--- config.mk ---
export PLATFORM = sky130hd
export DESIGN_NAME = upsm_power_manager
export DESIGN_NICKNAME = d
export VERILOG_FILES = /design/src/hw/upsm_pkg.sv /design/src/hw/upsm_ev_if.sv /design/src/hw/upsm_event_qual.sv /design/src/hw/upsm_power_manager.sv
export SDC_FILE = /design/constraint.sdc
export NUM_CORES = 1
export LEC_CHECK = 0
export ABC_AREA = 1
export BUFFER_PORTS_ARGS = -buffer_cell sky130_fd_sc_hd__buf_2
export CAP_MARGIN = 20
export CORE_ASPECT_RATIO = 0.8
export CORE_MARGIN = 2
export CORE_UTILIZATION = 49
export CTS_BUF_LIST = sky130_fd_sc_hd__clkbuf_2
export DETAILED_ROUTE_END_ITERATION = 12
export PLACE_DENSITY_LB_ADDON = 0.1
export SLEW_MARGIN = 20
export SYNTH_ARGS = -nofsm -noshare
export SYNTH_HDL_FRONTEND = slang
export SYNTH_SLANG_ARGS = --single-unit
--- constraint.sdc ---
create_clock -name i_clock -period 1.5 [get_ports i_clock]
set_input_delay 0.375 -clock i_clock [delete_from_list [all_inputs] [get_ports i_clock]]
set_output_delay 0.375 -clock i_clock [all_outputs]
set_load 0.05 [all_outputs]
--- src/hw/upsm_pkg.sv ---
/*
 the package of the usb power state manager: power states, suspend variant codes,
 module enable groups and timing constants.
 assumes nothing of its surroundings.
*/
package upsm_pkg;

   typedef enum logic [2:0] {
      UPSM_UNPOWERED,
      UPSM_NORMAL_UNCFG,
      UPSM_NORMAL_CFG,
      UPSM_SUSP_ZERO,
      UPSM_SUSP_ONE,
      UPSM_SUSP_DEEP,
      UPSM_SUSP_CLOCKED
   } upsm_state_e;

   // suspend-select field codes
   localparam logic [1:0] UPSM_SEL_ZERO    = 2'h0;
   localparam logic [1:0] UPSM_SEL_ONE     = 2'h1;
   localparam logic [1:0] UPSM_SEL_DEEP    = 2'h2;
   localparam logic [1:0] UPSM_SEL_CLOCKED = 2'h3;
   localparam logic [1:0] UPSM_SEL_RESET   = UPSM_SEL_DEEP;

   // module enable groups
   localparam int         UPSM_MOD_W       = 4;
   localparam logic [3:0] UPSM_MOD_ALL     = 4'hF;
   localparam logic [3:0] UPSM_MOD_UNCFG   = 4'h3;
   localparam logic [3:0] UPSM_MOD_NONE    = 4'h0;

   // reference clock and the short settle of the pll after wake
   localparam int         UPSM_CLK_MHZ     = 20;
   localparam int         UPSM_PLL_LOCK_NS = 200;
   localparam int         UPSM_PLL_LOCK_CYC = (UPSM_PLL_LOCK_NS * UPSM_CLK_MHZ + 999) / 1000;
   localparam int         UPSM_CNT_W       = 8;
   localparam logic [7:0] UPSM_CNT_ZERO    = 8'h00;

endpackage

--- src/hw/upsm_ev_if.sv ---
/*
 interface carrying the power-state manager's qualified events to the state core.
 assumes one clock domain; events are one-cycle pulses or levels as named.
*/
`timescale 1ns/10ps
interface upsm_ev_if;
   logic power_ok;
   logic sys_reset;
   logic cfg_done;
   logic decfg;
   logic suspend;
   logic wake;
   modport src  (output power_ok, sys_reset, cfg_done, decfg, suspend, wake);
   modport sink (input  power_ok, sys_reset, cfg_done, decfg, suspend, wake);
endinterface

--- src/hw/upsm_event_qual.sv ---
/*
 event qualifier: turns the suspend, resume and wake levels into edge pulses for the state core; the two resets are ORed, other inputs pass through.
 assumes all inputs synchronous to i_clock.
*/
`timescale 1ns/10ps
module upsm_event_qual
   import upsm_pkg::*;
(
   // clock and reset
   input  wire logic i_clock,
   input  wire logic i_rstn,
   // raw inputs
   input  wire logic i_bus_power_sense,
   input  wire logic i_usb_bus_reset,
   input  wire logic i_pin_reset_n,
   input  wire logic i_cfg_done,
   input  wire logic i_decfg,
   input  wire logic i_suspend,
   input  wire logic i_resume,
   input  wire logic i_wake_event,
   // qualified events
   upsm_ev_if.src    ev
);
   logic suspend_r;
   logic resume_r;
   logic wake_r;

   always_ff @(posedge i_clock) begin
      if (!i_rstn) begin
         suspend_r <= 1'b0;
         resume_r  <= 1'b0;
         wake_r    <= 1'b0;
      end else begin
         suspend_r <= i_suspend;
         resume_r  <= i_resume;
         wake_r    <= i_wake_event;
      end
   end

   assign ev.power_ok  = i_bus_power_sense;
   assign ev.sys_reset = i_usb_bus_reset | ~i_pin_reset_n;
   assign ev.cfg_done  = i_cfg_done;
   assign ev.decfg     = i_decfg;
   // suspend is a level from the usb core; only its rise starts a suspend
   assign ev.suspend   = i_suspend & ~suspend_r;
   assign ev.wake      = (i_resume & ~resume_r) | (i_wake_event & ~wake_r);
endmodule

--- src/hw/upsm_power_manager.sv ---
/*
 power manager of a usb device: unpowered, normal unconfigured/configured and four
 suspend variants, module enables, pll gating, ready status and suspend-select field.
 assumes all inputs synchronous to the always-running reference clock; the usb core
 gives pulses for configuration and deconfiguration, levels for suspend and resume.
*/
//
// Behaviour
// [RQ1] unpowered, normal two sub-states, four suspends
// [RQ2] deep suspend from unconfigured never reaches configured
// [RQ3] bus powered sense tied high, unpowered unreachable
// [RQ4] no power at reset: stay unpowered
// [RQ5] power sense loss always goes unpowered
// [RQ6] four ways into normal state
// [RQ7] configured enables all modules, unconfigured subset
// [RQ8] normal entry unconfigured, configure moves configured
// [RQ9] deconfigure returns to unconfigured
// [RQ10] any system reset lands unconfigured
// [RQ11] ready set while in normal state
// [RQ12] resume keeps usb context then ready
// [RQ13] host reinitialises phy after deep suspend
// [RQ14] suspend only from normal, variant from select
// [RQ15] host writes select before suspend signaling
// [RQ16] resume or wake leaves any suspend
// [RQ17] unconfigured suspend uses deep, returns unconfigured
// [RQ18] deconfigure resets select to deep code
// [RQ19] pll gated in low power, reference runs
// [RQ20] select codes zero, one, deep, clocked
// [RQ21] usb or pin reset in suspend reinitialises
`timescale 1ns/10ps
module upsm_power_manager
   import upsm_pkg::*;
#(
   parameter int MOD_W = UPSM_MOD_W
) (
   // clock and reset
   input  wire logic             i_clock,
   input  wire logic             i_rstn,
   // power and reset sources
   input  wire logic             i_bus_power_sense,
   input  wire logic             i_usb_bus_reset,
   input  wire logic             i_pin_reset_n,
   // usb core events
   input  wire logic             i_cfg_done,
   input  wire logic             i_decfg,
   input  wire logic             i_suspend,
   input  wire logic             i_resume,
   input  wire logic             i_wake_event,
   // suspend-select field write
   input  wire logic             i_sel_we,
   input  wire logic [1:0]       i_sel_wdata,
   // status
   output logic [2:0]            o_state,
   output logic                  o_ready,
   output logic [1:0]            o_suspend_sel,
   output logic                  o_configured,
   output logic                  o_context_keep,
   // clock and module control
   output logic                  o_pll_en,
   output logic                  o_ref_clk_en,
   output logic [MOD_W-1:0]      o_mod_en
);

   upsm_ev_if ev();

   upsm_event_qual u_qual (
      .i_clock           (i_clock),
      .i_rstn            (i_rstn),
      .i_bus_power_sense (i_bus_power_sense),
      .i_usb_bus_reset   (i_usb_bus_reset),
      .i_pin_reset_n     (i_pin_reset_n),
      .i_cfg_done        (i_cfg_done),
      .i_decfg           (i_decfg),
      .i_suspend         (i_suspend),
      .i_resume          (i_resume),
      .i_wake_event      (i_wake_event),
      .ev                (ev)
   );

   upsm_state_e           state_r;
   upsm_state_e           state_nxt;
   logic [1:0]            sel_r;
   logic [1:0]            sel_nxt;
   logic                  ready_r;
   logic                  ctx_r;
   logic                  pll_r;
   logic                  refc_r;
   logic [MOD_W-1:0]      mod_r;
   logic [MOD_W-1:0]      mod_nxt;
   logic [UPSM_CNT_W-1:0] lock_r;
   logic                  in_normal;
   logic                  in_susp;
   logic                  pll_need;
   logic                  locked;
   upsm_state_e           susp_target;

   function automatic upsm_state_e sel_to_state(input logic [1:0] sel);
      unique case (sel)
         UPSM_SEL_ZERO:    sel_to_state = UPSM_SUSP_ZERO;
         UPSM_SEL_ONE:     sel_to_state = UPSM_SUSP_ONE;
         UPSM_SEL_DEEP:    sel_to_state = UPSM_SUSP_DEEP;
         UPSM_SEL_CLOCKED: sel_to_state = UPSM_SUSP_CLOCKED;
      endcase
   endfunction

   function automatic logic is_susp(input upsm_state_e s);
      is_susp = (s == UPSM_SUSP_ZERO) || (s == UPSM_SUSP_ONE) ||
                (s == UPSM_SUSP_DEEP) || (s == UPSM_SUSP_CLOCKED);
   endfunction

   assign in_normal = (state_r == UPSM_NORMAL_UNCFG) || (state_r == UPSM_NORMAL_CFG);
   assign in_susp   = is_susp(state_r);
   // unconfigured suspend is forced to the deep variant whatever the field says
   assign susp_target = (state_r == UPSM_NORMAL_UNCFG) ? UPSM_SUSP_DEEP : sel_to_state(sel_r); // RQ14 RQ17

   always_comb begin
      state_nxt = state_r;
      unique case (state_r) // RQ1
         UPSM_UNPOWERED: begin
            if (ev.power_ok)
               state_nxt = UPSM_NORMAL_UNCFG; // RQ6
         end
         UPSM_NORMAL_UNCFG: begin
            if (ev.suspend)
               state_nxt = susp_target; // RQ17
            else if (ev.cfg_done)
               state_nxt = UPSM_NORMAL_CFG; // RQ8
         end
         UPSM_NORMAL_CFG: begin
            if (ev.decfg)
               state_nxt = UPSM_NORMAL_UNCFG; // RQ9
            else if (ev.suspend)
               state_nxt = susp_target; // RQ14
         end
         default: begin
            // usb context is kept, so the sub-state left is the one resumed to;
            // deep suspend taken from unconfigured comes back unconfigured
            if (ev.wake)
               state_nxt = ctx_r ? UPSM_NORMAL_CFG : UPSM_NORMAL_UNCFG; // RQ16 RQ12 RQ2 RQ17
         end
      endcase
      if (ev.sys_reset && state_r != UPSM_UNPOWERED)
         state_nxt = UPSM_NORMAL_UNCFG; // RQ10 RQ21
      if (!ev.power_ok)
         state_nxt = UPSM_UNPOWERED; // RQ5 RQ3
   end

   always_comb begin
      sel_nxt = sel_r;
      if (i_sel_we)
         sel_nxt = i_sel_wdata; // RQ20
      if ((state_r == UPSM_NORMAL_CFG && ev.decfg) || ev.sys_reset)
         sel_nxt = UPSM_SEL_RESET; // RQ18
   end

   always_comb begin
      unique case (state_nxt)
         UPSM_NORMAL_CFG:   mod_nxt = MOD_W'(UPSM_MOD_ALL); // RQ7
         UPSM_NORMAL_UNCFG: mod_nxt = MOD_W'(UPSM_MOD_UNCFG); // RQ7
         UPSM_SUSP_CLOCKED: mod_nxt = MOD_W'(UPSM_MOD_ALL);
         default:           mod_nxt = MOD_W'(UPSM_MOD_NONE);
      endcase
   end

   // pll runs only where the modules are clocked; the clocked variant keeps it
   assign pll_need = (state_nxt == UPSM_NORMAL_UNCFG) || (state_nxt == UPSM_NORMAL_CFG) ||
                     (state_nxt == UPSM_SUSP_CLOCKED); // RQ19
   assign locked   = (lock_r == UPSM_CNT_W'(UPSM_PLL_LOCK_CYC));

   always_ff @(posedge i_clock) begin
      if (!i_rstn) begin
         state_r <= UPSM_UNPOWERED; // RQ4
         sel_r   <= UPSM_SEL_RESET; // RQ20
         ctx_r   <= 1'b0;
         mod_r   <= MOD_W'(UPSM_MOD_NONE);
         pll_r   <= 1'b0;
         refc_r  <= 1'b0;
      end else begin
         state_r <= state_nxt;
         sel_r   <= sel_nxt;
         mod_r   <= mod_nxt;
         pll_r   <= pll_need;
         refc_r  <= (state_nxt != UPSM_UNPOWERED) || ev.power_ok; // RQ19
         if (state_nxt == UPSM_NORMAL_UNCFG || state_nxt == UPSM_UNPOWERED)
            ctx_r <= 1'b0;
         else if (state_nxt == UPSM_NORMAL_CFG)
            ctx_r <= 1'b1; // RQ12
      end
   end

   // ready waits for the pll to settle so the host only sees it once clocks run
   always_ff @(posedge i_clock) begin
      if (!i_rstn) begin
         lock_r  <= UPSM_CNT_ZERO;
         ready_r <= 1'b0;
      end else begin
         if (!pll_need)
            lock_r <= UPSM_CNT_ZERO;
         else if (!locked)
            lock_r <= lock_r + UPSM_CNT_W'(1);
         ready_r <= (state_nxt == UPSM_NORMAL_UNCFG || state_nxt == UPSM_NORMAL_CFG) && locked; // RQ11 RQ12
      end
   end

   assign o_state        = state_r;
   assign o_ready        = ready_r;
   assign o_suspend_sel  = sel_r;
   assign o_configured   = ctx_r;
   assign o_context_keep = ctx_r;
   assign o_pll_en       = pll_r;
   assign o_ref_clk_en   = refc_r;
   assign o_mod_en       = mod_r;

   property p_unpowered_on_loss;
      @(posedge i_clock) disable iff (!i_rstn)
      !i_bus_power_sense |=> (state_r == UPSM_UNPOWERED);
   endproperty
   a_unpowered_on_loss: assert property (p_unpowered_on_loss) else $error("power loss did not unpower"); // RQ5

   property p_power_up;
      @(posedge i_clock) disable iff (!i_rstn)
      (state_r == UPSM_UNPOWERED) && i_bus_power_sense |=> (state_r == UPSM_NORMAL_UNCFG);
   endproperty
   a_power_up: assert property (p_power_up) else $error("power sense did not enter normal"); // RQ6

   property p_stay_unpowered;
      @(posedge i_clock) disable iff (!i_rstn)
      (state_r == UPSM_UNPOWERED) && !i_bus_power_sense |=> (state_r == UPSM_UNPOWERED);
   endproperty
   a_stay_unpowered: assert property (p_stay_unpowered) else $error("left unpowered without power"); // RQ4

   property p_deep_from_uncfg;
      @(posedge i_clock) disable iff (!i_rstn)
      (state_r == UPSM_NORMAL_UNCFG) && ev.suspend && ev.power_ok && !ev.sys_reset
      |=> (state_r == UPSM_SUSP_DEEP) && !o_configured;
   endproperty
   a_deep_from_uncfg: assert property (p_deep_from_uncfg) else $error("unconfigured suspend not deep"); // RQ17

   property p_no_deep_to_cfg;
      @(posedge i_clock) disable iff (!i_rstn)
      (state_r == UPSM_SUSP_DEEP) && !ctx_r |=> (state_r != UPSM_NORMAL_CFG);
   endproperty
   a_no_deep_to_cfg: assert property (p_no_deep_to_cfg) else $error("deep suspend went configured"); // RQ2

   property p_decfg_sel;
      @(posedge i_clock) disable iff (!i_rstn)
      (state_r == UPSM_NORMAL_CFG) && ev.decfg |=> (sel_r == UPSM_SEL_RESET);
   endproperty
   a_decfg_sel: assert property (p_decfg_sel) else $error("select not reset on deconfigure"); // RQ18

   property p_ready_normal;
      @(posedge i_clock) disable iff (!i_rstn)
      o_ready |-> (state_r == UPSM_NORMAL_UNCFG) || (state_r == UPSM_NORMAL_CFG);
   endproperty
   a_ready_normal: assert property (p_ready_normal) else $error("ready outside normal"); // RQ11

   property p_ready_rises;
      @(posedge i_clock) disable iff (!i_rstn)
      in_normal && i_bus_power_sense && !i_usb_bus_reset && i_pin_reset_n && !i_suspend && !$past(in_normal)
      ##1 (in_normal && i_bus_power_sense && !i_suspend)[*4] |-> ##[0:8] o_ready;
   endproperty
   a_ready_rises: assert property (p_ready_rises) else $error("ready not raised in normal"); // RQ12

   property p_mod_en;
      @(posedge i_clock) disable iff (!i_rstn)
      (state_r == UPSM_NORMAL_UNCFG) |-> (o_mod_en == MOD_W'(UPSM_MOD_UNCFG));
   endproperty
   a_mod_en: assert property (p_mod_en) else $error("unconfigured module enables wrong"); // RQ7

   property p_pll_gated;
      @(posedge i_clock) disable iff (!i_rstn)
      (state_r == UPSM_SUSP_DEEP) |-> !o_pll_en;
   endproperty
   a_pll_gated: assert property (p_pll_gated) else $error("pll running in deep suspend"); // RQ19

   property p_reset_in_susp;
      @(posedge i_clock) disable iff (!i_rstn)
      in_susp && i_bus_power_sense && !i_pin_reset_n |=> (state_r == UPSM_NORMAL_UNCFG);
   endproperty
   a_reset_in_susp: assert property (p_reset_in_susp) else $error("pin reset ignored in suspend"); // RQ21

   property p_susp_variant;
      @(posedge i_clock) disable iff (!i_rstn)
      (state_r == UPSM_NORMAL_CFG) && ev.suspend && !ev.decfg && !ev.sys_reset && ev.power_ok
      |=> (state_r == sel_to_state($past(sel_r)));
   endproperty
   a_susp_variant: assert property (p_susp_variant) else $error("wrong suspend variant"); // RQ14

   property p_cfg_done;
      @(posedge i_clock) disable iff (!i_rstn)
      (state_r == UPSM_NORMAL_UNCFG) && ev.cfg_done && !ev.suspend && !ev.sys_reset && ev.power_ok
      |=> (state_r == UPSM_NORMAL_CFG);
   endproperty
   a_cfg_done: assert property (p_cfg_done) else $error("configure did not reach configured"); // RQ8

   property p_decfg_state;
      @(posedge i_clock) disable iff (!i_rstn)
      (state_r == UPSM_NORMAL_CFG) && ev.decfg && ev.power_ok |=> (state_r == UPSM_NORMAL_UNCFG);
   endproperty
   a_decfg_state: assert property (p_decfg_state) else $error("deconfigure kept configured"); // RQ9

   property p_sys_reset;
      @(posedge i_clock) disable iff (!i_rstn)
      (state_r != UPSM_UNPOWERED) && ev.sys_reset && ev.power_ok
      |=> (state_r == UPSM_NORMAL_UNCFG) && (sel_r == UPSM_SEL_RESET);
   endproperty
   a_sys_reset: assert property (p_sys_reset) else $error("system reset not unconfigured"); // RQ10

   property p_wake_leaves;
      @(posedge i_clock) disable iff (!i_rstn)
      in_susp && ev.wake && ev.power_ok |=> in_normal;
   endproperty
   a_wake_leaves: assert property (p_wake_leaves) else $error("wake did not leave suspend"); // RQ16

   property p_wake_context;
      @(posedge i_clock) disable iff (!i_rstn)
      in_susp && ev.wake && ev.power_ok && !ev.sys_reset |=> (o_configured == $past(o_configured));
   endproperty
   a_wake_context: assert property (p_wake_context) else $error("usb context lost on resume"); // RQ12

   property p_susp_entry;
      @(posedge i_clock) disable iff (!i_rstn)
      in_susp && !$past(in_susp) |-> $past(in_normal);
   endproperty
   a_susp_entry: assert property (p_susp_entry) else $error("suspend entered from outside normal"); // RQ14

   property p_cfg_mod_en;
      @(posedge i_clock) disable iff (!i_rstn)
      (state_r == UPSM_NORMAL_CFG) |-> (o_mod_en == MOD_W'(UPSM_MOD_ALL));
   endproperty
   a_cfg_mod_en: assert property (p_cfg_mod_en) else $error("configured module enables wrong"); // RQ7

   property p_ref_runs;
      @(posedge i_clock) disable iff (!i_rstn)
      (state_r != UPSM_UNPOWERED) |-> o_ref_clk_en;
   endproperty
   a_ref_runs: assert property (p_ref_runs) else $error("reference clock off while powered"); // RQ19

   property p_unpowered_quiet;
      @(posedge i_clock) disable iff (!i_rstn)
      (state_r == UPSM_UNPOWERED) |-> !o_pll_en && !o_ready && (o_mod_en == MOD_W'(UPSM_MOD_NONE));
   endproperty
   a_unpowered_quiet: assert property (p_unpowered_quiet) else $error("activity while unpowered"); // RQ4

   property p_sel_write;
      @(posedge i_clock) disable iff (!i_rstn)
      i_sel_we && !ev.sys_reset && !((state_r == UPSM_NORMAL_CFG) && ev.decfg)
      |=> (o_suspend_sel == $past(i_sel_wdata));
   endproperty
   a_sel_write: assert property (p_sel_write) else $error("select write not taken"); // RQ20

endmodule

== Word level (Yosys, flattened, before mapping) ==
Cells that the tools add are included.

* Add/sub/neg operators: 1
* Equal/unequal tests: 9
* Multiplexer cells: 12
* Bitwise gates (word level): 10
* Reductions and logical operators: 17

{| class="wikitable"
|+ Operators with widths
! cell !! count
|-
| 2-to-1 mux 3 bit || 8
|-
| case mux 3 bit (4 select lines) || 1
|-
| case mux 3 bit (3 select lines) || 1
|-
| adder 8 x 1 -> 8 bit, second input constant || 1
|-
| equality test 8 x 3 -> 1 bit, second input constant || 1
|-
| case mux 4 bit (2 select lines) || 1
|-
| equality test 3 x 1 -> 1 bit, second input constant || 2
|-
| equality test 3 x 2 -> 1 bit, second input constant || 2
|-
| logical NOT 3 bit || 2
|-
| nonzero test 3 bit || 2
|-
| OR reduction 2 bit || 3
|-
| logical OR 1 bit || 5
|-
| inverter 1 bit || 5
|-
| equality test 2 bit, second input constant || 2
|-
| AND 1 bit || 3
|-
| equality test 3 bit, second input constant || 1
|-
| logical AND 1 bit || 3
|-
| equality test 2 x 1 -> 1 bit, second input constant || 1
|-
| logical NOT 2 bit || 1
|-
| 2-to-1 mux 2 bit || 1
|-
| bitwise OR 1 bit || 2
|-
| AND reduction 2 bit || 1
|}

* Register bits: 24
* Input port bits: 13
* Word-level logic and storage cells: 60

== Depth between registers and ports, before layout ==
Gate-level depths: netlist of the first run.

* Depth in word-level cells: 12
* Depth in mapped cells: 15

== Cells and area by module ==
From an unflattened synthesis of the first run, not the netlist that was laid out.

* Cells, all modules: 162
* Area total of the unflattened synthesis: 1168.6 um^2

{| class="wikitable"
|+ Modules (own cells, without submodules)
! module !! times used !! cells an instance !! area an instance (um^2) !! seq. area each (um^2)
|-
| upsm_power_manager || 1 || 141 || 1027.2 || 380.4
|-
| upsm_event_qual || 1 || 21 || 141.4 || 60.1
|}

== Worst setup path after synthesis of the first run ==
OpenSTA, ideal clock, no wires.

* Path type: register to register
* Start point: register sel_r[0] (netlist: o_suspend_sel[0])
* End point: register lock_r[1]
* Setup time: 117 ps
* Arrival time: 1738 ps
* Data required time: 1383 ps
* Path slack: -355 ps
* Cell stages (with the launch flop): 11
* Buffers on the path: 0
* Clock period less this slack: 1855 ps
* Path through: dfxtp_1 inv_1 ha_1 o21ai_0 inv_1 o21ai_0 nand3_1 nand4_2 nand2_2 nand2_4 nor2_1

* Longest elaborated chain between the ends: 12
* Elaborated cells on any way between the ends: 18

{| class="wikitable"
|+ Ends and longest elaborated chain
! element !! RTL line !! text
|-
| start, declared || upsm_power_manager.sv:82 || <nowiki>logic [1:0] sel_r;</nowiki>
|-
| start signal, assigned || upsm_power_manager.sv:180 || <nowiki>sel_r <= sel_nxt;</nowiki>
|-
| equality test 2 bit, or another cell as far along || upsm_power_manager.sv:98 || <nowiki>unique case (sel)</nowiki>
|-
| case mux 3 bit (4 select lines) * || upsm_power_manager.sv:98 ||
|-
| 2-to-1 mux 3 bit * || upsm_power_manager.sv:114 || <nowiki>assign susp_target = (state_r == UPSM_NORMAL_UNCFG) ? UPSM_SUSP_DEEP : sel_to_state(sel_r);</nowiki>
|-
| 2-to-1 mux 3 bit || upsm_power_manager.sv:132 || <nowiki>else if (ev.suspend)</nowiki>
|-
| 2-to-1 mux 3 bit || upsm_power_manager.sv:130 || <nowiki>if (ev.decfg)</nowiki>
|-
| case mux 3 bit (3 select lines) * || upsm_power_manager.sv:118 || <nowiki>unique case (state_r)</nowiki>
|-
| 2-to-1 mux 3 bit * || upsm_power_manager.sv:142 || <nowiki>if (ev.sys_reset && state_r != UPSM_UNPOWERED)</nowiki>
|-
| 2-to-1 mux 3 bit * || upsm_power_manager.sv:144 || <nowiki>if (!ev.power_ok)</nowiki>
|-
| equality test 3 x 1 -> 1 bit or equality test 3 x 2 -> 1 bit (tied branches) || upsm_power_manager.sv:166 || <nowiki>assign pll_need = (state_nxt == UPSM_NORMAL_UNCFG) || (state_nxt == UPSM_NORMAL_CFG) ||</nowiki>
|-
| logical OR 1 bit || upsm_power_manager.sv:166 ||
|-
| logical OR 1 bit * || upsm_power_manager.sv:166 ||
|-
| AND reduction 2 bit (no source line) * || n/a ||
|-
| end signal, assigned || upsm_power_manager.sv:200 || <nowiki>lock_r <= lock_r + UPSM_CNT_W'(1);</nowiki>
|-
| end, declared || upsm_power_manager.sv:90 || <nowiki>logic [UPSM_CNT_W-1:0] lock_r;</nowiki>
|}

Every way passes the cells marked *; elsewhere a longest branch is shown, timed or not.
A chain may end at the register's enable or synchronous reset.

== Worst setup path after layout of the first run ==
* Start point: register sel_r[0] (netlist: o_suspend_sel[0])
* End point: register lock_r[7]

Same word-level chain as after synthesis.

==> results.md, run 1 <==
- Final Skew: 0.0177 ns
- Crit-path cells: inv_4 -> ha_4 -> nor2_2 -> nand3_1 -> nand2_1 -> nand2_1 -> nand2_1 -> nand2_1 -> nand2_1 -> nand2_2 -> nand2_2 -> nand2_2 -> nand2_4 -> nand2_4 -> nor2_1
- CP max stage cell: dfxtp_4
- Clock latency on the worst-skew pair: 0.33 ns
- Pleak: slightly above 0.7 nW
- Final Hold Vio Count: 0
- Setup crit end kind: register
- Post-synth cell types: 24
- Fraction of layout cells with a size suffix above 1: 0.362
- Synth Area per Inst: 7.06 um2
- Crit path DAT: 1.86 ns
- RePlAce Congestion: 0.854
- HPWL after detailed placement: 1780 um
- Detail Route Antenna Nets: 0
- CTS Buf Count: 3
- Max VDD drop: 0.000520 V
- Setup CP Type: register to register
- Die X: 58.5 um
- Drc violations: 0
- Least-Margin Pin Slew: 0.292 ns
- Port Buf Inserts: 26
- F_max: 631 MHz
- Vias in the first global route: 952
- Required time worst endpoint: 1.78 ns
- Synth Warn #: 0
- Fillers: 204
- Starting Density: 0.530
- Seq/Total Area, Yosys: 0.378
- Initial antenna violation count: 0
- Iteration count of the initial detailed-routing pass: 4
- Mean number of vias per cell: 4.83
- Die Height: 47.6 um
- Setup Total Neg Slack: -0.759 ns
- Largest net degree at the start of global routing: 13
- PD cells: roughly 740 nW/um2
- Die ar.: 2790 um2
- Crit path time final: 1.58 ns
- Yosys reg bits: 22
- Global-route wire length before repair: slightly below 4000 um
- Fin crit share: 1.06
- RSZ-0062 raised after global routing: true
- DR iter-0 viols: 15
- CTS Buffer Depth: 2
- Crit path max fanout: 5
- Site row count: 15
- Rel. slew slack: 0.804
- Max cap viols: 0
- Commonest non-fill, non-tap cell in the layout: nand2_1
- Area delta synth->final: 24.9%
- N_diodes: 0
- Hold WC Path Type: input port to register
- H-tree depth: 1
- Final WL: 2440 um
- CORE AREA: 2200 um2
- Most used cell, CP: nand2_1
- Cells after Synth: 165
- Root Driver: clkbuf_2
- Worst path max stage delay: 0.40 ns
- CP startpoint kind: register
- Clock Pin Slew Worst Setup and Hold Paths: 0.20 ns
- Routed length per instance: between 10 and 15 um
- Mapped Area: 1160 um2
- Gr usage total: 0.186
- Most frequent cells in the layout: 31 x nand2_1, 27 x inv_1, 26 x buf_2
- Tot Pwr: ~0.0011 W
- Place WS: -0.126 ns
- Num ports: 27
- CTS sink count: 22
- Via Count: 1082
- Failing checks: setup timing
- Status: complete, but fails checks
- Max Slew Vio Count: 0
- Grt ovf: 0
- Final WS setup: -0.0836 ns
- CTS tree: built
- Worst hold slack: 0.227 ns
- Nets@finish: 217
- Mapped Nets: 182
- Final setup fails: 13
critical path, delay by kind of cell (launching register included):
family	cells	cell delay, ns
adders and majority gates	1	0.15
DFF	1	0.40
and+or+nand+nor	13	0.93
buffers and inverters	1	0.05
worst paths after layout:
check	startpoint	endpoint	slack, ns	cells after the start
setup reg to reg	o_suspend_sel[0]	lock_r[7]	-0.08	15
hold / removal	i_sel_wdata[1]	o_suspend_sel[1]	0.23	2
hold reg to reg	o_configured	o_configured	0.51	2
setup / recovery	o_suspend_sel[0]	lock_r[7]	-0.08	15
Yosys cell counts:
master    count  area share
nand2_2       7       0.038
a211o_1       1      0.0075
or2_2         1      0.0054
nand4_2       1       0.011
nand2_4       1      0.0097
ha_1          4       0.043
nand3b_1      1      0.0064
inv_2         1      0.0032
buf_4         3       0.019
nor2_4        3       0.029
nor2_2        1      0.0054
nor2_1       24       0.077
nor4_2        1       0.011
xor2_1        3       0.023
a21oi_1       6       0.026
xnor2_1       1      0.0075
nand3_1      10       0.043
o21ai_0       7       0.030
nand4_1       2       0.011
inv_1        32        0.10
nor3_1        1      0.0043
nand2_1      31        0.10
buf_6         1      0.0097
dfxtp_1      22        0.38
registers in the layout, indices dropped and copies added (netlist names):
register / cells
lock_r: 8
o_state: 3
o_mod_en: 2
o_suspend_sel: 2
o_configured: 1
o_pll_en: 1
o_ready: 1
o_ref_clk_en: 1
u_qual.resume_r: 1
u_qual.suspend_r: 1
u_qual.wake_r: 1
cells by family after synthesis:
| group | share of synthesized area |
|---|---|
| AO/OA/AOI/OAI | 0.0634 |
| XOR/XNOR | 0.0301 |
| adder cells (fa/ha/maj) | 0.0430 |
| buffers and inverters | 0.135 |
| flip-flops | 0.378 |
| AND/OR/NAND/NOR | 0.350 |
stage by stage:
stage,cells,util,instance area (um2)
floorplan,165,-,1180
detailed placement,215,0.605,1330
finish,224,0.663,1460
global route,224,0.663,1460
global placement,215,0.605,1330
CTS,222,0.648,1420
report_power, final:
group | switching (W) | total, W | leakage, nW | internal (W)
Sequential | 0.0000129 | 0.000610 | 0.182 | 0.000597
Combinational | 0.000143 | 0.000218 | 0.520 | 0.0000751
Clock | 0.000172 | 0.000242 | 0.0166 | 0.0000706
Total | 0.000328 | 0.00107 | 0.719 | 0.000742
per-layer routing:
| metal | up-vias | track usage | wire length (um) |
|---|---|---|---|
| li1 | 570 | - | - |
| met1 | 479 | 0.233 | 1120 |
| met2 | 31 | 0.324 | 1150 |
| met3 | 2 | 0.0486 | 163 |
| met4 | 0 | 0.0558 | 14 |
| met5 | - | 0 | 0 |
layout make-up:
type / instances / area, um2 / share of cell area
well taps: 25 / 31.3 / 0.0215
multi-input cells: 107 / 636 / 0.437
repair buffers: 33 / 183 / 0.126
flip-flops and latches: 22 / 459 / 0.316
clock buffers: 4 / 20.0 / 0.0138
inverters: 33 / 126 / 0.0868
timing repair:
item	in CTS	in global routing
buffers inserted	2	2
gates resized for setup	14	6
hold buffers	0	0
pin swaps	6	3
setup endpoints to repair	12	14
cloned	1	0
Power figures use the tool's default switching activity.
==> inputs of run 2 (changes only) <==
==> constraint.sdc (replaced) <==
create_clock -name i_clock -period 1.42 [get_ports i_clock]
set_input_delay 0.355 -clock i_clock [delete_from_list [all_inputs] [get_ports i_clock]]
set_output_delay 0.355 -clock i_clock [all_outputs]
set_load 0.05 [all_outputs]
==> run 2 against run 1 <==
Compared with the run above: fmax fell by 0.55%; register-to-register slack got worse by 0.09 ns; cell count grew 3.1%; sequential share of layout area decreased by 2.5 points; the run still ends with setup timing left; highest routed layer unchanged; power increased by 25%; critical path type unchanged; utilization grew 5.9 points; clock skew fell by 0.015 ns; first-iteration DRC count rose to 2.7 times the previous value; wire length grew 5.3%; worst setup slack lost 0.089 ns; count of clock-buffer cells in the layout is 1 lower; critical endpoint unchanged; design area is 8.9% higher.
==> results.md, run 2 (synthesis results as in run 1) <==
- Setup crit end kind: register
- CTS Hold Buffers Added: 0 (unchanged)
- PD cells: 842 nW/um2 (+15%)
- CTS Buf Count: 3 (unchanged)
- Num ports: 27 (unchanged)
- HPWL after detailed placement: 1850 um (+4.3%)
- Most frequent cells in the layout: 31 x nand2_1, 29 x inv_1, 20 x buf_2
- Port Buf Inserts: 26 (unchanged)
- Commonest non-fill, non-tap cell in the layout: nand2_1
- Pleak: 0.780 nW (+8.5%)
- Clock latency on the worst-skew pair: 0.33 ns (about the same)
- Reg2Reg Setup Slack: -0.17 ns (-0.09 ns)
- Final WL: 2570 um (+5.3%)
- Nets@finish: 224 (+3.2%)
- Largest net degree at the start of global routing: 14 (+1)
- Status: complete, but fails checks
- Area of the multi-input gates: 664 um2 (+4.5%)
- Clock Pin Slew Worst Setup and Hold Paths: 0.21 ns (about the same)
- H-tree depth: 1 (unchanged)
- Max VDD drop: 0.000916 V (+76%)
- Fraction of layout cells with a size suffix above 1: 0.393 (+0.0314)
- Required time worst endpoint: 1.72 ns (-0.06 ns)
- Crit path time final: 1.59 ns (+0.00868 ns)
- Crit path DAT: 1.89 ns (+0.03 ns)
- Final setup fails: 14 (+1)
- Mean number of vias per cell: 4.87 (+0.73%)
- Root Driver: clkbuf_2
- F_max: 628 MHz (-0.55%)
- Final cell count without fillers: 231 (+3.1%)
- Final Skew: 0.00290 ns (-0.0148 ns)
- Fin crit share: 1.12 (+0.0656)
- Hold path cells: 3 (+1)
- Crit path capture: lock_r[7]
- Biggest register: lock_r
- Die X: 58.5 um (unchanged)
- Gr usage total: 0.183 (-0.00300)
- Detail Route Antenna Nets: 0 (unchanged)
- Global-route wire length before repair: 3820 um (-0.91%)
- Site row count: 15 (unchanged)
- RR Startpoint: o_suspend_sel[1]
- Crit path from: o_suspend_sel[1]
- RSZ-0062 raised after global routing: true
- Crit path max fanout: 5 (unchanged)
- Die Height: 47.6 um (unchanged)
- Rel. slew slack: 0.835 (+0.0310)
- Reg2Reg Depth: 12 (-3)
- Iteration count of the initial detailed-routing pass: 4 (unchanged)
- Routed length per instance: 11.1 um (+2.1%)
- Hold WC Path Type: input port to register
- Die ar.: 2790 um2 (unchanged)
- Vias in the first global route: 948 (-0.42%)
- RePlAce Congestion: 0.819 (-4.1%)
- CTS tree: built
- CTS sink count: 22 (unchanged)
- Via Count: 1124 (+3.9%)
- Drc violations: 0 (unchanged)
- Worst hold slack: 0.195 ns (-0.0314 ns)
- Area delta synth->final: 36.0%
- CORE AREA: 2200 um2 (unchanged)
- N_diodes: 0 (unchanged)
- Least-Margin Pin Slew: 0.247 ns (-0.0442 ns)
- Failing checks: setup timing
- DR iter-0 viols: 40 (+25)
- Grt ovf: 0 (unchanged)
- CTS Buffer Depth: 2 (unchanged)
- Max Slew Vio Count: 0 (unchanged)
- Worst R2R End: lock_r[7]
- Seq. cell area: 460 um2 (+0.27%)
- Flip-flop count of the largest register after layout: 8 (unchanged)
- CP startpoint kind: register
- Initial antenna violation count: 0 (unchanged)
- Setup CP Type: register to register
- Final Hold Vio Count: 0 (unchanged)
- Final WS setup: -0.172 ns (-0.0887 ns)
- Starting Density: 0.530 (unchanged)
- Placed Cells: 222 (+3.3%)
- Max cap viols: 0 (unchanged)
- Fillers: 177 (-13%)
[run 2: cell types whose count changed in the layout (fill, tap and decap cells not counted), sizes merged]
cell and change:
buf +5, bufinv +1, clkbuf +1
[run 2: per-stage QoR]
step | area, um2 | setup TNS (ns) | setup WS [ns] | util | power (W)
final | 1580 | -1.89 | -0.172 | 0.721 | 0.00133
after global routing | 1580 | -3.46 | -0.279 | 0.721 | 0.00139
after CTS | 1450 | -1.78 | -0.164 | 0.659 | 0.00131
after detailed placement | 1380 | -1.51 | -0.151 | 0.629 | 0.000869
after global placement | 1380 | -0.836 | -0.0879 | 0.629 | 0.000863
after floorplan | 1180 | -0.962 | -0.0981 | - | 0.000806
[run 2: worst min-delay path by stage]
| stage | start | to | slack, ns |
|---|---|---|---|
| after global routing | i_resume | u_qual.resume_r | 0.19 |
| after CTS | i_resume | u_qual.resume_r | 0.19 |
| after detailed placement | o_configured | o_configured | 0.48 |
| final | i_resume | u_qual.resume_r | 0.20 |
| after floorplan | i_bus_power_sense | o_ref_clk_en | 0.45 |
| after global placement | o_configured | o_configured | 0.48 |
[run 2: what timing repair did]
action	in CTS	in global routing
gates resized for setup	5	29
setup buffers	1	3
endpoints found under the setup margin	16	20
pin swaps	0	7
cloned	0	1
[run 2: report_power, final]
group | switching [W] | leakage, nW | internal (W)
clock network | 0.000196 | 0.0266 | 0.000243
logic | 0.000159 | 0.571 | 0.0000922
registers | 0.0000138 | 0.183 | 0.000631
[run 2: layout make-up]
type | count | area share
clock buffer | 3 | 0.00948
clock inverter | 1 | 0.0190
inverter | 33 | 0.0814
multi-input combinational | 107 | 0.419
sequential | 22 | 0.291
tap | 25 | 0.0197
timing repair buffer | 40 | 0.160
[run 2: per-layer routing]
layer,vias up,share of wire,global-route usage
li1,585,-,-
met1,497,0.45,0.220
met2,38,0.48,0.326
met3,4,0.066,0.0486
met4,0,0.011,0.0651
met5,-,0,0
[run 2: worst max-delay path, stage by stage (launching register included)]
cell	delay, ns
dfxtp_4	0.41
inv_2	0.05
ha_4	0.25
inv_1	0.03
nand2_1	0.05
nand2_1	0.05
nand3_1	0.07
nand2_1	0.08
nand2_2	0.12
nand4_4	0.13
nand2_4	0.12
nand2_4	0.08
nor2_2	0.11
==> inputs of run 3 (changes only) <==
--- a/config.mk
+++ b/config.mk
@@ -5,7 +5,6 @@
 export SDC_FILE = /design/constraint.sdc
 export NUM_CORES = 1
 export LEC_CHECK = 0
-export ABC_AREA = 1
 export BUFFER_PORTS_ARGS = -buffer_cell sky130_fd_sc_hd__buf_2
 export CAP_MARGIN = 20
 export CORE_ASPECT_RATIO = 0.8
==> run 3 against run 2 <==
Compared with the run above: the run still ends with setup timing left; wire length grew 8.6%; synthesized cell count shrank 28%; non-clock buffer count grew 20; worst setup slack lost 0.24 ns; power shrank 14%; clock power shrank 44%; sequential cell count is the same; critical path type unchanged; largest power group unchanged.
==> results.md, run 3 <==
- H-tree depth: 1 (unchanged)
- Routed length per instance: 13.7 um (+24%)
- CTS tree: built
- Final Hold Vio Count: 0 (unchanged)
- Required time worst endpoint: 1.69 ns (-0.03 ns)
- Rel. slew slack: 0.699 (-0.136)
- Most frequent cells in the layout: 29 x buf_4, 21 x buf_2, 16 x dfxtp_1
- RePlAce Congestion: 0.813 (-0.76%)
- Fin crit share: 1.29 (+0.172)
- Global-route wire length before repair: 4220 um (+10%)
- Max Slew Vio Count: 0 (unchanged)
- Cells after Synth: 118 (-28%)
- EDFF count, synth: 0 (unchanged)
- Pleak: 0.749 nW (-4.0%)
- Area delta synth->final: 53.4%
- Via Count: 1085 (-3.5%)
- Flip-flop count of the largest register after layout: 8 (unchanged)
- Crit path time final: 1.84 ns (+0.245 ns)
- Max cap viols: 0 (unchanged)
- Nets@finish: 196 (-13%)
- Die Height: 46.4 um (-2.6%)
- Worst path max stage delay: 0.41 ns (about the same)
- Drc violations: 0 (unchanged)
- Status: complete, but fails checks
- Hold WC Path Type: input port to register
- Post-synth cell types: 40 (+67%)
- Tot Pwr: 0.00115 W (-14%)
- Biggest register: lock_r
- Die ar.: 2640 um2 (-5.3%)
- Post-synth ARST share: 0 (unchanged)
- Initial antenna violation count: 0 (unchanged)
- Mean number of vias per cell: 5.34 (+9.8%)
- DR iter-0 viols: 32 (-20%)
- Final setup fails: 15 (+1)
- Setup Total Neg Slack: -4.70 ns (-2.81 ns)
- Main synth FF type: dfxtp_1
- HPWL after detailed placement: 1820 um (-1.5%)
- Root Driver: clkbuf_2
- Vias in the first global route: 936 (-1.3%)
- Crit path max fanout: 5 (unchanged)
- Commonest non-fill, non-tap cell in the layout: buf_4
- Clock Pin Slew Worst Setup and Hold Paths: 0.20 ns (about the same)
- Clock latency on the worst-skew pair: 0.33 ns (about the same)
- Synth Area per Inst: 9.31 um2 (+32%)
- Mapped Nets: 135 (-26%)
- Final core occ: 0.788 (+0.0664)
- CP startpoint kind: register
- Fraction of layout cells with a size suffix above 1: 0.551 (+0.157)
- CTS Buf Count: 3 (unchanged)
- CORE AREA: 2140 um2 (-2.6%)
- CTS Hold Buffers Added: 0 (unchanged)
- Synth Warn #: 0 (unchanged)
- WP buf/inv: 1 (-1)
- Final Skew: 0.0100 ns (+0.00714 ns)
- Top cells by area, synth: dfxtp_1 40%, nor2_1 5.1%, xnor2_1 4.8%
- Setup crit end kind: register
- Site row count: 15 (unchanged)
- Starting Density: 0.513 (-0.0170)
- Area fraction of the dominant cell type after synthesis: 0.401 (+0.0228)
- Final WS setup: -0.417 ns (-0.245 ns)
- CTS Buffer Depth: 2 (unchanged)
- PD cells: 683 nW/um2 (-19%)
- Setup CP Type: register to register
- Crit path DAT: 2.11 ns (+0.22 ns)
- Detail Route Antenna Nets: 0 (unchanged)
- Die X: 56.9 um (-2.7%)
- Seq/Total Area, Yosys: 0.401 (+0.0228)
- Port Buf Inserts: 26 (unchanged)
- Failing checks: setup timing
- Least-Margin Pin Slew: 0.445 ns (+0.197 ns)
- Count leader, synth: dfxtp_1
- Crit path max-delay family: compound AO/OA/AOI/OAI gates
- Mapped Area: 1100 um2 (-5.7%)
- Iteration count of the initial detailed-routing pass: 4 (unchanged)
- Num ports: 27 (unchanged)
- F_max: 544 MHz (-13%)
- N_diodes: 0 (unchanged)
- Synth area leader: dfxtp_1
- Gr usage total: 0.214 (+0.0307)
- Grt ovf: 0 (unchanged)
- Max VDD drop: 0.000698 V (-24%)
- Final WL: 2790 um (+8.6%)
- RSZ-0062 raised after global routing: true
- CP max stage cell: dfxtp_4
- Post-synth top cells: 22 x dfxtp_1, 15 x nor2_1, 8 x inv_1, 8 x nand2_1
- Yosys reg bits: 22 (unchanged)
- CTS sink count: 22 (unchanged)
- Crit-path cells: inv_4 -> ha_4 -> o31ai_4 -> and4b_1 -> a211o_1 -> mux2_4 -> a211oi_2
- Fillers: 141 (-20%)
- Largest net degree at the start of global routing: 13 (-1)
[run 3: worst reg2reg max path, delay by kind of cell (launching register included)]
kind            cells  cell delay (ns)
mux                 1             0.34
compound gates      3             0.52
fa+ha+maj           1             0.26
simple gates        1             0.21
flops               1             0.41
buf+inv             1             0.04
[run 3: logic make-up after synthesis]
group | Yosys count | synth area share
compound gates | 20 | 0.146
xor+xnor | 8 | 0.0638
fa+ha+maj | 4 | 0.0456
buf+inv | 13 | 0.0615
flops | 22 | 0.401
mux | 4 | 0.0421
simple gates | 47 | 0.240
[run 3: repair_timing]
item                                    CTS  global route
buffers inserted                          4             6
resized for setup                         9            24
cloned                                    1             0
pin swaps                                 1            10
endpoints found under the setup margin   19            22
[run 3: path summary, 6_finish.rpt]
check	start	to	slack, ns	depth (start not counted)
worst min-delay path	i_suspend	u_qual.suspend_r	0.23	2
worst min register to register	o_suspend_sel[1]	o_suspend_sel[1]	0.54	2
worst max register to register	o_suspend_sel[0]	lock_r[2]	-0.42	7
worst max-delay path	o_suspend_sel[0]	lock_r[2]	-0.42	7
[run 3: layout make-up]
cell class              count  area (um2)  share of cell area
clock buffers               3        15.0             0.00891
clock inverters             1        3.75             0.00223
inverters                   8        35.0              0.0208
multi-input cells          84         701               0.416
flip-flops and latches     22         460               0.273
well taps                  25        31.3              0.0186
repair buffers             60         439               0.261
[run 3: metal layers]
metal	global-route usage	vias up	routed length, um
met5	0	-	0
met4	0.0698	0	72
met3	0.0449	8	191
met2	0.347	45	1190
met1	0.289	505	1340
li1	-	527	-
[run 3: report_power, final]
part / internal [W] / switching [W] / total, W
Clock: 0.0000612 / 0.000186 / 0.000247
Combinational: 0.000120 / 0.000142 / 0.000262
Sequential: 0.000629 / 0.0000128 / 0.000642
Total: 0.000810 / 0.000341 / 0.00115
[run 3: stage by stage]
stage	area [um2]	worst slack, ns	cells	hold WS [ns]
3_5_place_dp	1480	-0.511	191	0.517
2_1_floorplan	1150	-0.338	118	0.461
5_1_grt	1690	-0.487	203	0.219
4_1_cts	1570	-0.366	200	0.218
6_report	1690	-0.417	203	0.228
3_3_place_gp	1480	-0.440	191	0.512
